## src/fuse_shadow_defines.vh

```
`ifndef FUSE_SHADOW_DEFINES_VH
`define FUSE_SHADOW_DEFINES_VH

// Register offsets on the host control interface (9-bit, page 2 at 0x100)
`define REG_PAGE_SELECT 9'h100
`define REG_FUSE_CTRL 9'h101
`define REG_FUSE_POINTER 9'h102
`define REG_FUSE_WORD 9'h103
`define APP_FIRST 9'h104
`define APP_LAST 9'h117
`define GEN_FIRST 9'h120
`define GEN_LAST 9'h134
`define ID_FIRST 9'h12b
`define ID_COUNT 9'h00a

// Shadow depths
`define APP_DEPTH 20
`define GEN_DEPTH 21

// Fuse array addresses of each load range; the word after a range holds its flags
`define FUSE_APP_FIRST 8'h04
`define FUSE_APP_FLAGS 8'h18
`define FUSE_GEN_FIRST 8'h20
`define FUSE_GEN_FLAGS 8'h35

// Field positions in the fuse control/status register
`define BIT_ID_WRITE_BLOCK 7
`define BIT_CONFIG_LOCK 6
`define BIT_APP_LOCK 5
`define BIT_GENERAL_LOCK 4
`define BIT_EMU_DONE 3
`define BIT_APP_RELOAD 2
`define BIT_GENERAL_RELOAD 1
`define BIT_READ_MARGIN 0

// Reset values
`define PAGE_SELECT_RESET 8'h00
`define FUSE_CTRL_RESET 8'h00

// Unlock sequence: one select write plus this many word writes
`define UNLOCK_WORDS 2'h3

`endif

```

## src/fuse_load_engine.v

```verilog
`timescale 1ns/1ps
`default_nettype none

// Walks a contiguous fuse address range, one read at a time, and hands each
// word back as a shadow write. The last word of the range is the flag word.
module fuse_load_engine #(
  parameter AW = 8
) (
  input wire clk,
  input wire nrst,
  input wire start,
  input wire [AW-1:0] first,
  input wire [AW-1:0] last,
  input wire fuse_rvalid,
  input wire [7:0] fuse_rdata,
  output reg rd_req_q,
  output reg [AW-1:0] addr_q,
  output reg wr_valid_q,
  output reg [AW-1:0] wr_addr_q,
  output reg [7:0] wr_data_q,
  output reg busy_q,
  output reg done_q
);

  localparam [1:0] S_IDLE = 2'h0;
  localparam [1:0] S_REQ = 2'h1;
  localparam [1:0] S_WAIT = 2'h2;

  reg [1:0] state_q; // Sequencer state
  reg [AW-1:0] last_q; // Range end latched at start

  //////////////////////////////////////////////////////////////////////////
  // Sequencer: one outstanding fuse read, so slow arrays simply stretch it
  always @(posedge clk) begin
    if (!nrst) begin
      state_q <= S_IDLE;
      rd_req_q <= 1'b0;
      addr_q <= {AW{1'b0}};
      last_q <= {AW{1'b0}};
      wr_valid_q <= 1'b0;
      wr_addr_q <= {AW{1'b0}};
      wr_data_q <= 8'h00;
      busy_q <= 1'b0;
      done_q <= 1'b0;
    end else begin
      rd_req_q <= 1'b0;
      wr_valid_q <= 1'b0;
      done_q <= 1'b0;
      case (state_q)
        S_IDLE: begin
          // Start only when idle; the caller holds start until busy
          if (start) begin
            addr_q <= first;
            last_q <= last;
            busy_q <= 1'b1;
            state_q <= S_REQ;
          end
        end
        S_REQ: begin
          rd_req_q <= 1'b1;
          state_q <= S_WAIT;
        end
        S_WAIT: begin
          if (fuse_rvalid) begin
            wr_valid_q <= 1'b1;
            wr_addr_q <= addr_q;
            wr_data_q <= fuse_rdata;
            if (addr_q == last_q) begin
              // Flag word stored; the range is complete
              busy_q <= 1'b0;
              done_q <= 1'b1;
              state_q <= S_IDLE;
            end else begin
              addr_q <= addr_q + {{(AW-1){1'b0}}, 1'b1};
              state_q <= S_REQ;
            end
          end
        end
        default: begin
          state_q <= S_IDLE;
          busy_q <= 1'b0;
        end
      endcase
    end
  end

endmodule // fuse_load_engine

`default_nettype wire

```

## src/fuse_shadow_load_control.v

```verilog
// What this block does
// - Write block set makes ID registers read-only
// - Config lock flag is read-only status
// - App lock flag is read-only status
// - General lock flag is read-only status
// - Software sets emulation done; exit clears it
// - App trigger reloads app range plus lock
// - General trigger reloads range, block, lock
// - Margin bit selects marginal fuse read timing
// - Pointer register holds 8-bit fuse address
// - Word register data; select plus unlock bytes
`timescale 1ns/1ps
`default_nettype none
`include "fuse_shadow_defines.vh"

module fuse_shadow_load_control (
  input wire clk,
  input wire nrst,
  input wire [8:0] reg_addr,
  input wire [7:0] reg_wdata,
  input wire reg_wr,
  input wire reg_rd,
  output reg [7:0] reg_rdata_q,
  output reg reg_rvalid_q,
  input wire config_fuse_lock_in,
  input wire emul_active,
  input wire [7:0] fuse_rdata,
  input wire fuse_rvalid,
  output wire fuse_rd_q,
  output reg [7:0] fuse_addr_q,
  output reg fuse_read_margin_q,
  output reg fuse_prog_q,
  output reg [7:0] fuse_wdata_q,
  output reg [7:0] page_select_q
);

  //////////////////////////////////////////////////////////////////////////
  // Helpers
  function in_range;
    input [8:0] a;
    input [8:0] lo;
    input [8:0] hi;
    begin
      in_range = (a >= lo) && (a <= hi);
    end
  endfunction

  //////////////////////////////////////////////////////////////////////////
  // State
  reg id_write_block_q; // Identification registers read-only when set
  reg config_fuse_lock_q; // Mirror of the configuration fuse lock
  reg app_fuse_lock_q; // Loaded with the application range
  reg general_fuse_lock_q; // Loaded with the general range
  reg emulation_load_done_q; // Set by software, cleared on emulation exit
  reg app_reload_trigger_q; // Held until the application load ends
  reg general_reload_trigger_q; // Held until the general load ends
  reg emul_active_q; // Previous emulation state, for exit detection
  reg [7:0] pointer_q; // Fuse array pointer
  reg [7:0] word_q; // Fuse array word
  reg selected_q; // Device selected by the pointer write
  reg [1:0] unlock_cnt_q; // Unlock bytes seen after selection
  reg load_is_gen_q; // Which range the engine is running
  reg [7:0] app_mem [0:`APP_DEPTH-1]; // Application shadow
  reg [7:0] gen_mem [0:`GEN_DEPTH-1]; // General shadow
  reg [7:0] rd_d; // Read mux
  integer i;

  wire eng_busy;
  wire eng_done;
  wire eng_wr;
  wire [7:0] eng_wr_addr;
  wire [7:0] eng_wr_data;
  wire [7:0] eng_addr;
  wire eng_start;
  wire eng_pick_gen;
  wire wr_ctrl;
  wire wr_ptr;
  wire wr_word;
  wire emul_exit;
  wire unlocked;
  wire [8:0] id_last;
  wire [7:0] eng_app_idx;
  wire [7:0] eng_gen_idx;
  wire [8:0] app_rd_idx;
  wire [8:0] gen_rd_idx;

  assign wr_ctrl = reg_wr && (reg_addr == `REG_FUSE_CTRL);
  assign wr_ptr = reg_wr && (reg_addr == `REG_FUSE_POINTER);
  assign wr_word = reg_wr && (reg_addr == `REG_FUSE_WORD);
  assign emul_exit = emul_active_q && !emul_active;
  assign unlocked = selected_q && (unlock_cnt_q == `UNLOCK_WORDS);
  assign id_last = `ID_FIRST + `ID_COUNT - 9'h001;
  // Application load goes first when both triggers are pending
  assign eng_pick_gen = !app_reload_trigger_q;
  assign eng_start = !eng_busy && !eng_done && (app_reload_trigger_q || general_reload_trigger_q);
  assign eng_app_idx = eng_wr_addr - `FUSE_APP_FIRST;
  assign eng_gen_idx = eng_wr_addr - `FUSE_GEN_FIRST;
  assign app_rd_idx = reg_addr - `APP_FIRST;
  assign gen_rd_idx = reg_addr - `GEN_FIRST;

  //////////////////////////////////////////////////////////////////////////
  // Fuse-to-shadow sequencer
  fuse_load_engine #(
    .AW(8)
  ) u_engine (
    .clk(clk),
    .nrst(nrst),
    .start(eng_start),
    .first(eng_pick_gen ? `FUSE_GEN_FIRST : `FUSE_APP_FIRST),
    .last(eng_pick_gen ? `FUSE_GEN_FLAGS : `FUSE_APP_FLAGS),
    .fuse_rvalid(fuse_rvalid),
    .fuse_rdata(fuse_rdata),
    .rd_req_q(fuse_rd_q),
    .addr_q(eng_addr),
    .wr_valid_q(eng_wr),
    .wr_addr_q(eng_wr_addr),
    .wr_data_q(eng_wr_data),
    .busy_q(eng_busy),
    .done_q(eng_done)
  );

  //////////////////////////////////////////////////////////////////////////
  // Control and status bits
  always @(posedge clk) begin
    if (!nrst) begin
      id_write_block_q <= 1'b0;
      config_fuse_lock_q <= 1'b0;
      app_fuse_lock_q <= 1'b0;
      general_fuse_lock_q <= 1'b0;
      emulation_load_done_q <= 1'b0;
      app_reload_trigger_q <= 1'b0;
      general_reload_trigger_q <= 1'b0;
      fuse_read_margin_q <= 1'b0;
      emul_active_q <= 1'b0;
      load_is_gen_q <= 1'b0;
      page_select_q <= `PAGE_SELECT_RESET;
    end else begin
      emul_active_q <= emul_active;
      // Config lock only follows the fuse; bus writes never touch it
      config_fuse_lock_q <= config_fuse_lock_in;
      if (reg_wr && (reg_addr == `REG_PAGE_SELECT)) begin
        page_select_q <= reg_wdata;
      end
      if (eng_start) begin
        load_is_gen_q <= eng_pick_gen;
      end
      // Margin timing is steered straight from software
      if (wr_ctrl) begin
        fuse_read_margin_q <= reg_wdata[`BIT_READ_MARGIN];
      end
      // Emulation done: exit clears, otherwise a software write stores it
      if (emul_exit) begin
        emulation_load_done_q <= 1'b0;
      end else if (wr_ctrl) begin
        emulation_load_done_q <= reg_wdata[`BIT_EMU_DONE];
      end
      // Triggers drop when their load finishes; a new set in that cycle wins
      if (wr_ctrl && reg_wdata[`BIT_APP_RELOAD]) begin
        app_reload_trigger_q <= 1'b1;
      end else if (eng_done && !load_is_gen_q) begin
        app_reload_trigger_q <= 1'b0;
      end
      if (wr_ctrl && reg_wdata[`BIT_GENERAL_RELOAD]) begin
        general_reload_trigger_q <= 1'b1;
      end else if (eng_done && load_is_gen_q) begin
        general_reload_trigger_q <= 1'b0;
      end
      // Lock flags come only from the fuse flag word of each range
      if (eng_wr && !load_is_gen_q && (eng_wr_addr == `FUSE_APP_FLAGS)) begin
        app_fuse_lock_q <= eng_wr_data[`BIT_APP_LOCK];
      end
      if (eng_wr && load_is_gen_q && (eng_wr_addr == `FUSE_GEN_FLAGS)) begin
        id_write_block_q <= eng_wr_data[`BIT_ID_WRITE_BLOCK];
        general_fuse_lock_q <= eng_wr_data[`BIT_GENERAL_LOCK];
      end
    end
  end

  //////////////////////////////////////////////////////////////////////////
  // Shadow storage: filled by loads, ID slots also by software
  always @(posedge clk) begin
    if (!nrst) begin
      for (i = 0; i < `APP_DEPTH; i = i + 1) begin
        app_mem[i] <= 8'h00;
      end
      for (i = 0; i < `GEN_DEPTH; i = i + 1) begin
        gen_mem[i] <= 8'h00;
      end
    end else begin
      if (eng_wr && !load_is_gen_q && (eng_wr_addr != `FUSE_APP_FLAGS)) begin
        app_mem[eng_app_idx[4:0]] <= eng_wr_data;
      end
      if (eng_wr && load_is_gen_q && (eng_wr_addr != `FUSE_GEN_FLAGS)) begin
        gen_mem[eng_gen_idx[4:0]] <= eng_wr_data;
      end else if (reg_wr && !id_write_block_q && in_range(reg_addr, `ID_FIRST, id_last)) begin
        // Writes are dropped silently while the block flag is set
        gen_mem[gen_rd_idx[4:0]] <= reg_wdata;
      end
    end
  end

  //////////////////////////////////////////////////////////////////////////
  // Fuse pointer, word and unlock sequence
  always @(posedge clk) begin
    if (!nrst) begin
      pointer_q <= 8'h00;
      word_q <= 8'h00;
      selected_q <= 1'b0;
      unlock_cnt_q <= 2'h0;
      fuse_prog_q <= 1'b0;
      fuse_wdata_q <= 8'h00;
      fuse_addr_q <= 8'h00;
    end else begin
      fuse_prog_q <= 1'b0;
      // Array address follows the engine during loads, else the pointer
      fuse_addr_q <= eng_busy ? eng_addr : pointer_q;
      if (wr_ptr) begin
        pointer_q <= reg_wdata;
        // Writing the held word value to the pointer selects this device
        selected_q <= (reg_wdata == word_q);
        unlock_cnt_q <= 2'h0;
      end else if (wr_word) begin
        word_q <= reg_wdata;
        if (selected_q && !unlocked) begin
          unlock_cnt_q <= unlock_cnt_q + 2'h1;
        end else if (unlocked) begin
          fuse_prog_q <= 1'b1;
          fuse_wdata_q <= reg_wdata;
        end
      end else if (fuse_rvalid && !eng_busy) begin
        // Array answers that arrive while no load runs land in the word register
        word_q <= fuse_rdata;
      end
    end
  end

  //////////////////////////////////////////////////////////////////////////
  // Read mux
  always @* begin
    rd_d = 8'h00;
    if (reg_addr == `REG_PAGE_SELECT) begin
      rd_d = page_select_q;
    end else if (reg_addr == `REG_FUSE_CTRL) begin
      rd_d = {id_write_block_q, config_fuse_lock_q, app_fuse_lock_q, general_fuse_lock_q,
              emulation_load_done_q, app_reload_trigger_q, general_reload_trigger_q,
              fuse_read_margin_q};
    end else if (reg_addr == `REG_FUSE_POINTER) begin
      rd_d = pointer_q;
    end else if (reg_addr == `REG_FUSE_WORD) begin
      rd_d = word_q;
    end else if (in_range(reg_addr, `APP_FIRST, `APP_LAST)) begin
      rd_d = app_mem[app_rd_idx[4:0]];
    end else if (in_range(reg_addr, `GEN_FIRST, `GEN_LAST)) begin
      rd_d = gen_mem[gen_rd_idx[4:0]];
    end
  end

  // Registered read answer, one cycle after the strobe
  always @(posedge clk) begin
    if (!nrst) begin
      reg_rdata_q <= 8'h00;
      reg_rvalid_q <= 1'b0;
    end else begin
      reg_rvalid_q <= reg_rd;
      if (reg_rd) begin
        reg_rdata_q <= rd_d;
      end
    end
  end

endmodule // fuse_shadow_load_control

`default_nettype wire

```

## config.mk

```make
export PLATFORM = sky130hd
export DESIGN_NAME = fuse_shadow_load_control
export DESIGN_NICKNAME = d
export VERILOG_FILES = /design/src/fuse_load_engine.v /design/src/fuse_shadow_load_control.v
export VERILOG_INCLUDE_DIRS = /design/src
export SDC_FILE = /design/constraint.sdc
export NUM_CORES = 1
export LEC_CHECK = 0
export ABC_CLOCK_PERIOD_IN_PS = 5300
export BUFFER_PORTS_ARGS = -buffer_cell sky130_fd_sc_hd__buf_2
export CAP_MARGIN = 25
export CORE_AREA = 2 2 233 235
export DETAILED_ROUTE_END_ITERATION = 10
export DIE_AREA = 0 0 235 237
export HOLD_SLACK_MARGIN = 0.12
export PLACE_DENSITY_LB_ADDON = 0.25
export SLEW_MARGIN = 30
export SYNTH_ARGS = -nofsm -noshare
export SYNTH_HDL_FRONTEND = slang
export SYNTH_SLANG_ARGS = --single-unit
```

## constraint.sdc

```tcl
create_clock -name clk -period 5.3 [get_ports clk]
set_clock_uncertainty 0.05 [all_clocks]
set_input_delay 1.06 -clock clk [delete_from_list [all_inputs] [get_ports clk]]
set_output_delay 1.06 -clock clk [all_outputs]
set_load 0.01 [all_outputs]
```

==> qor.csv, run 1 <==
metric,value,unit
status,completed,
drc,0,
cts_made_buffers,61,
cts_setup_buffers,0,
clk_latency,0.63,ns
syn_area,0.0273,mm²
syn-num-nets,2032,
fin_nets,2111,
hold_ws,0.417,ns
leakagePower,10.6,nW
switching_share,0.220,
grt_max_degree,107,
crit_cells,9,
htree_levels,2,
r2r_start,u_engine.wr_addr_q[4]$_SDFFE_PN0P_,
clock_path_buffers,3,
grt_pass1_vias,17200,
dieArea,0.0557,mm²
final_common_cell,edfxtp_1,
yosysWarnings,0,
hold_depth,2,
setup_viol,0,
worst_slew_margin_rel,0.354,
clk_pin_slew,0.06,ns
power.density,326,mW/mm²
synthFlopType,edfxtp_1,
pwr-share-clk,0.412,
p_int,7.77,mW
crit_start,reg_addr[4],
reg2regPathDepth,9,
wl,76800,µm
use_met2,0.427,
syn_area_per_cell,13.7,µm²
synth_cells,1991,
grt_remaining_overflow,0,
die_y,237,µm
crit_arrival,4.08,ns
tightest_slew,0.961,ns
grtUsageTotal,0.276,
grt_use_met3,0.0509,
hp-class,flip-flop to flip-flop,
ant_nets,0,
core_area,0.0533,mm²
cts_tree,yes,
ios,68,
grt_pass1_wl,114000,µm
start_util,0.513,
hp-start,u_engine.last_q[3]$_SDFFE_PN0P_,
synthArstFlopShare,0,
crit_path_end_kind,flip-flop,
use_met1,0.392,
path_class,input pin to flip-flop,
finalMaxSlewViolations,0,
r2r-end,gen_mem[21][7]$_DFFE_PP_,
dp_hpwl,51500,µm
crit_path_max_incr_delay,0.73,ns
final_cell_mix,"512 x edfxtp_1, 281 x nor2_1, 181 x and2_1, 146 x nand2_1, 142 x mux4_2",
fp.dieW,235,µm
syn_to_final_growth,11.7,%
worst_setup_path_start_kind,input pin,
cts.repair.resized,0,
cts-root-buf,clkbuf_16,
cts.sinks,608,
cts_hold_buffers,0,
power_switching,2.19,mW
drive_gt1_frac,0.202,
fin_crit,3.76,ns
ys_ff_latch,608,
yosys-top-cells-area,"edfxtp_1 56%, mux4_2 12%, dfxtp_1 7.0%",
timing.max_cap.violations,0,
vias,17700,
crit_chain,buf_2 -> nor3_1 -> or4_1 -> nor3_4 -> buf_4 -> buf_4 -> mux2i_1 -> nor3_1 -> buf_4,
fmax,0.266,GHz
rsz0062_at_grt,false,
gp_congestion,0.984,
wire_per_inst,27.3,µm
fin_setup_tns,0,ns
timing.final.hold_violations,0,
drtIter0Drc,2258,
first_pass_iters,6,
port_buffers,67,
worstPathMaxFanout,17,
dp.cells,2703,
synth_top_area_cell,edfxtp_1,
min_to,u_engine.last_q[3]$_SDFFE_PN0P_,
seq_power_share,0.529,
required,5.62,ns
antenna_found_initial,1,
ff2ff_setup_slack,1.64,ns
finalCritPeriodShare,0.709,
yosysSeqAreaShare,0.633,
synth_edf_count,512,
path_buf_inv,4,
crit_slowest_cell,mux2i_1,
cp_top_family,simple AND/OR/NAND/NOR gates,
crit_top_cell,buf_4,
synth_cell_types,70,
synth_top_area_frac,0.562,
power_frac_comb,0.059,
routed_via_density,6.31,
fill_cells,4168,
final_cells,2811,
rows,85,
ir_worst_vdd,0.263,mV
busiest_layer,met2,
-- final cells by class --
class                   count  area, µm²  area share
clock inverters            22        186     0.00611
multi-input cells        1222       9350       0.306
flip-flops and latches    608      17300       0.567
inverters                  16       60.1     0.00197
repair buffers            161       1080      0.0354
well taps                 696        871      0.0285
diodes                      1       2.50   0.0000820
clock buffers              85       1680      0.0551
-- metrics by stage --
step	util	total power, mW	instance area [µm²]	setup slack [ns]
3_3_place_gp	0.537	5.94	28600	1.11
3_5_place_dp	0.538	5.95	28600	1.01
2_1_floorplan	-	5.73	27300	0.972
4_1_cts	0.573	9.99	30500	1.66
5_1_grt	0.573	10.2	30500	1.44
6_report	0.573	9.96	30500	1.54
-- power by group through the flow --
| stage | Clock, mW | Sequential [mW] | Combinational, mW |
|---|---|---|---|
| after floorplan | 0 | 5.36 | 0.375 |
| after global placement | 0 | 5.37 | 0.572 |
| after detailed placement | 0 | 5.37 | 0.576 |
| after CTS | 4.14 | 5.27 | 0.579 |
| after global routing | 4.33 | 5.28 | 0.611 |
| final | 4.11 | 5.27 | 0.584 |
-- cell families after synthesis --
family,synth area share
adder cells (fa/ha/maj),0.00412
multiplexers,0.146
XOR/XNOR,0.00448
AND/OR/NAND/NOR,0.131
buffers and inverters,0.0271
AO/OA/AOI/OAI,0.0546
flip-flops,0.633
-- worst register-to-register path, stage by stage, from the launching register on --
cell and delay, ns:
dfxtp_1 0.78, nor3b_1 0.30, buf_4 0.22, a21oi_2 0.11, nor3_4 0.43, buf_4 0.25, buf_4 0.20, mux2i_1 0.73
nor3_1 0.12, buf_4 0.22
-- cells in the mapped netlist, drive strengths merged, types with 6 or more instances --
library cell  number
edfxtp           512
nor2             282
and2             181
nand2            146
mux4             142
dfxtp             96
clkbuf            82
a21oi             64
mux2i             64
o21ai             64
buf               63
a31oi             33
nand3             24
nor4              20
nor3              18
a211oi            15
inv               14
mux2              14
nor2b             13
xnor2             11
a32oi             10
a22oi              9
and3               9
ha                 9
nand4              9
nand2b             8
o2111ai            6
-- sequential cells by signal (all words and copies together), names as in the netlist, 2 cells and up --
register and flops:
app_mem 256, fuse_addr_q 8, fuse_wdata_q 8, gen_mem 256
page_select_q 8, pointer_q 8, reg_rdata_q 8, u_engine.addr_q 8
u_engine.last_q 3, u_engine.state_q 2, u_engine.wr_addr_q 8, u_engine.wr_data_q 8
unlock_cnt_q 2, word_q 8
-- worst max path at each step --
stage	to	slack, ns
finish	gen_mem[21][7]$_DFFE_PP_	1.54
floorplan	gen_mem[19][0]$_SDFFCE_PN0P_	0.97
CTS	gen_mem[4][4]$_SDFFCE_PN0P_	1.66
detailed placement	gen_mem[4][5]$_SDFFCE_PN0P_	1.01
global placement	gen_mem[4][2]$_SDFFCE_PN0P_	1.11
global route	gen_mem[17][5]$_SDFFCE_PN0P_	1.44
-- layer usage --
layer,wire length (µm),part of all wire,vias to the layer above
met4,3000,0.039,2
met1,31800,0.41,8944
li1,-,-,7607
met3,6590,0.086,191
met5,13,0.00017,-
met2,35400,0.46,981
Power figures use the tool's default switching activity.
==> inputs of run 2 (changes only) <==
Settings changed: ABC_CLOCK_PERIOD_IN_PS 5300 to 3500.
Clock period 5.3 ns to 3.5 ns, I/O delays scaled along.
==> run 2 against run 1 <==
  * Core utilization up 2.8 points
  * Global-route usage increased by 1.4 points
  * Critical path depth down 1
  * Critical path type is now flip-flop to flip-flop
  * Flip-flop and latch count unchanged
==> qor.csv, run 2 (synthesis gave the netlist of run 1 again) <==
metric,value,unit,change
start_util,0.513,,unchanged
cts_tree,yes,,
final_common_cell,edfxtp_1,,
dp_hpwl,55000,µm,+6.6%
fmax,0.318,GHz,
final_cell_area,0.0320,mm²,+4.8%
largestRegisters,"app_mem (256), gen_mem (256)",,
n_antenna_cell,0,,-1
routed_via_density,6.26,,-0.77%
final_cells,2935,,+4.4%
wire_per_inst,27.3,µm,-0.11%
die_y,237,µm,unchanged
crit_arrival,3.47,ns,-0.61 ns
cts_setup_buffers,0,,unchanged
timing.final.hold_violations,0,,unchanged
placed_cell_area,0.0299,mm²,+4.4%
ir_worst_vdd,0.462,mV,+76%
ant_nets,0,,unchanged
crit_slowest_cell,dfxtp_1,,
crit_chain,ha_1 -> and4b_1 -> a21o_1 -> nand3_1 -> buf_4 -> a31oi_1 -> buf_4 -> nor2_1,,
required,3.82,ns,-1.80 ns
antenna_found_initial,3,,+2
fp.dieW,235,µm,unchanged
leakagePower,11.4,nW,+7.4%
cts_made_buffers,61,,unchanged
finalMaxSlewViolations,0,,unchanged
rows,85,,unchanged
grt_max_degree,82,,-23%
clock_path_buffers,3,,unchanged
ios,68,,unchanged
finalPower,15.7,mW,+58%
grt_pass1_vias,17900,,+4.1%
grt_remaining_overflow,0,,unchanged
status,completed,,
timing.max_cap.violations,0,,unchanged
finalCritPeriodShare,0.899,,
cts_hold_buffers,0,,unchanged
worst_setup_path_start_kind,flip-flop,,
rsz0062_at_grt,false,,
grt_pass1_wl,119000,µm,+4.2%
crit_path_max_incr_delay,0.65,ns,-0.08 ns
dieArea,0.0557,mm²,unchanged
setup_viol,0,,unchanged
hp-class,input pin to flip-flop,,
drive_gt1_frac,0.256,,+0.0549
fin_nets,2228,,+5.5%
clk_pin_slew,0.06,ns,about the same
tightest_slew,0.934,ns,-0.0263 ns
cts.sinks,608,,unchanged
final_cell_mix,"512 x edfxtp_1, 277 x nor2_1, 185 x buf_4, 181 x and2_1, 146 x nand2_1",,
drtIter0Drc,2396,,+6.1%
cts.repair.resized,0,,unchanged
core_area,0.0533,mm²,unchanged
htree_levels,2,,unchanged
power.density,491,mW/mm²,+50%
clk_latency,0.67,ns,+0.04 ns
vias,18400,,+3.6%
grtUsageTotal,0.289,,+0.0136
fin_util,0.600,,+0.0275
first_pass_iters,8,,+2
dp.cells,2820,,+4.3%
cts-root-buf,clkbuf_16,,
syn_to_final_growth,17.0,%,
wl,80100,µm,+4.3%
crit_top_cell,buf_4,,
worst_slew_margin_rel,0.377,,+0.0234
port_buffers,67,,unchanged
drc,0,,unchanged
worstPathMaxFanout,14,,-3
fill_cells,4083,,-2.0%
hold_ws,0.211,ns,-0.206 ns
crit_path_end_kind,flip-flop,,
fin_crit,3.15,ns,
gp_congestion,0.977,,-0.74%
path_class,flip-flop to flip-flop,,
-- run 2: cell types whose count changed in the layout (fill, tap and decap cells not counted), sizes merged --
cell,delta
clkbuf,-14
diode,-1
clkinv,+14
bufinv,+5
buf,+117
clkinvlp,+3
-- run 2: worst paths after layout --
kind / from / end / slack (ns) / cells past startpoint
worst min register to register: u_engine.wr_addr_q[7]$_SDFFE_PN0P_ / u_engine.wr_addr_q[7]$_SDFFE_PN0P_ / 0.42 / 2
worst max register to register: u_engine.wr_addr_q[2]$_SDFFE_PN0P_ / gen_mem[2][4]$_SDFFCE_PN0P_ / 0.35 / 8
worst max-delay path: u_engine.wr_addr_q[2]$_SDFFE_PN0P_ / gen_mem[2][4]$_SDFFCE_PN0P_ / 0.35 / 8
worst min-delay path: config_fuse_lock_in / config_fuse_lock_q$_SDFF_PN0_ / 0.21 / 2
-- run 2: where the power goes --
part | leakage (nW) | total [mW] | switching, mW | internal, mW
Clock | 1.02 | 6.74 | 2.90 | 3.84
Combinational | 4.46 | 0.986 | 0.570 | 0.416
Sequential | 5.88 | 7.98 | 0.0513 | 7.93
-- run 2: area by class of cell --
cell class	count	area, µm²	share of cell area
timing repair buffer	278	2270	0.0711
clock buffer	71	1620	0.0505
clock inverter	44	462	0.0144
sequential	608	17300	0.541
multi-input combinational	1222	9420	0.294
inverter	16	60.1	0.00188
tap	696	871	0.0272
-- run 2: metal layers --
layer	global-route usage	vias up	wire length, µm
met3	0.0547	207	8000
met1	0.409	9221	31900
met4	0.111	2	3450
met2	0.448	1083	36700
met5	0	-	12
li1	-	7851	-
-- run 2: metrics by stage --
| stage | setup TNS, ns | setup slack [ns] |
|---|---|---|
| 4_1_cts | 0 | 0.466 |
| 6_report | 0 | 0.352 |
| 3_5_place_dp | 0 | 0.176 |
| 5_1_grt | 0 | 0.344 |
| 2_1_floorplan | -1.64 | -0.0337 |
| 3_3_place_gp | 0 | 0.238 |
-- run 2: worst max-delay path: cells and delay by family (launching register included) --
kind            cells  cell delay [ns]
fa+ha+maj           1             0.22
flops               1             0.65
simple gates        3             0.76
compound gates      2             0.59
buf+inv             2             0.59
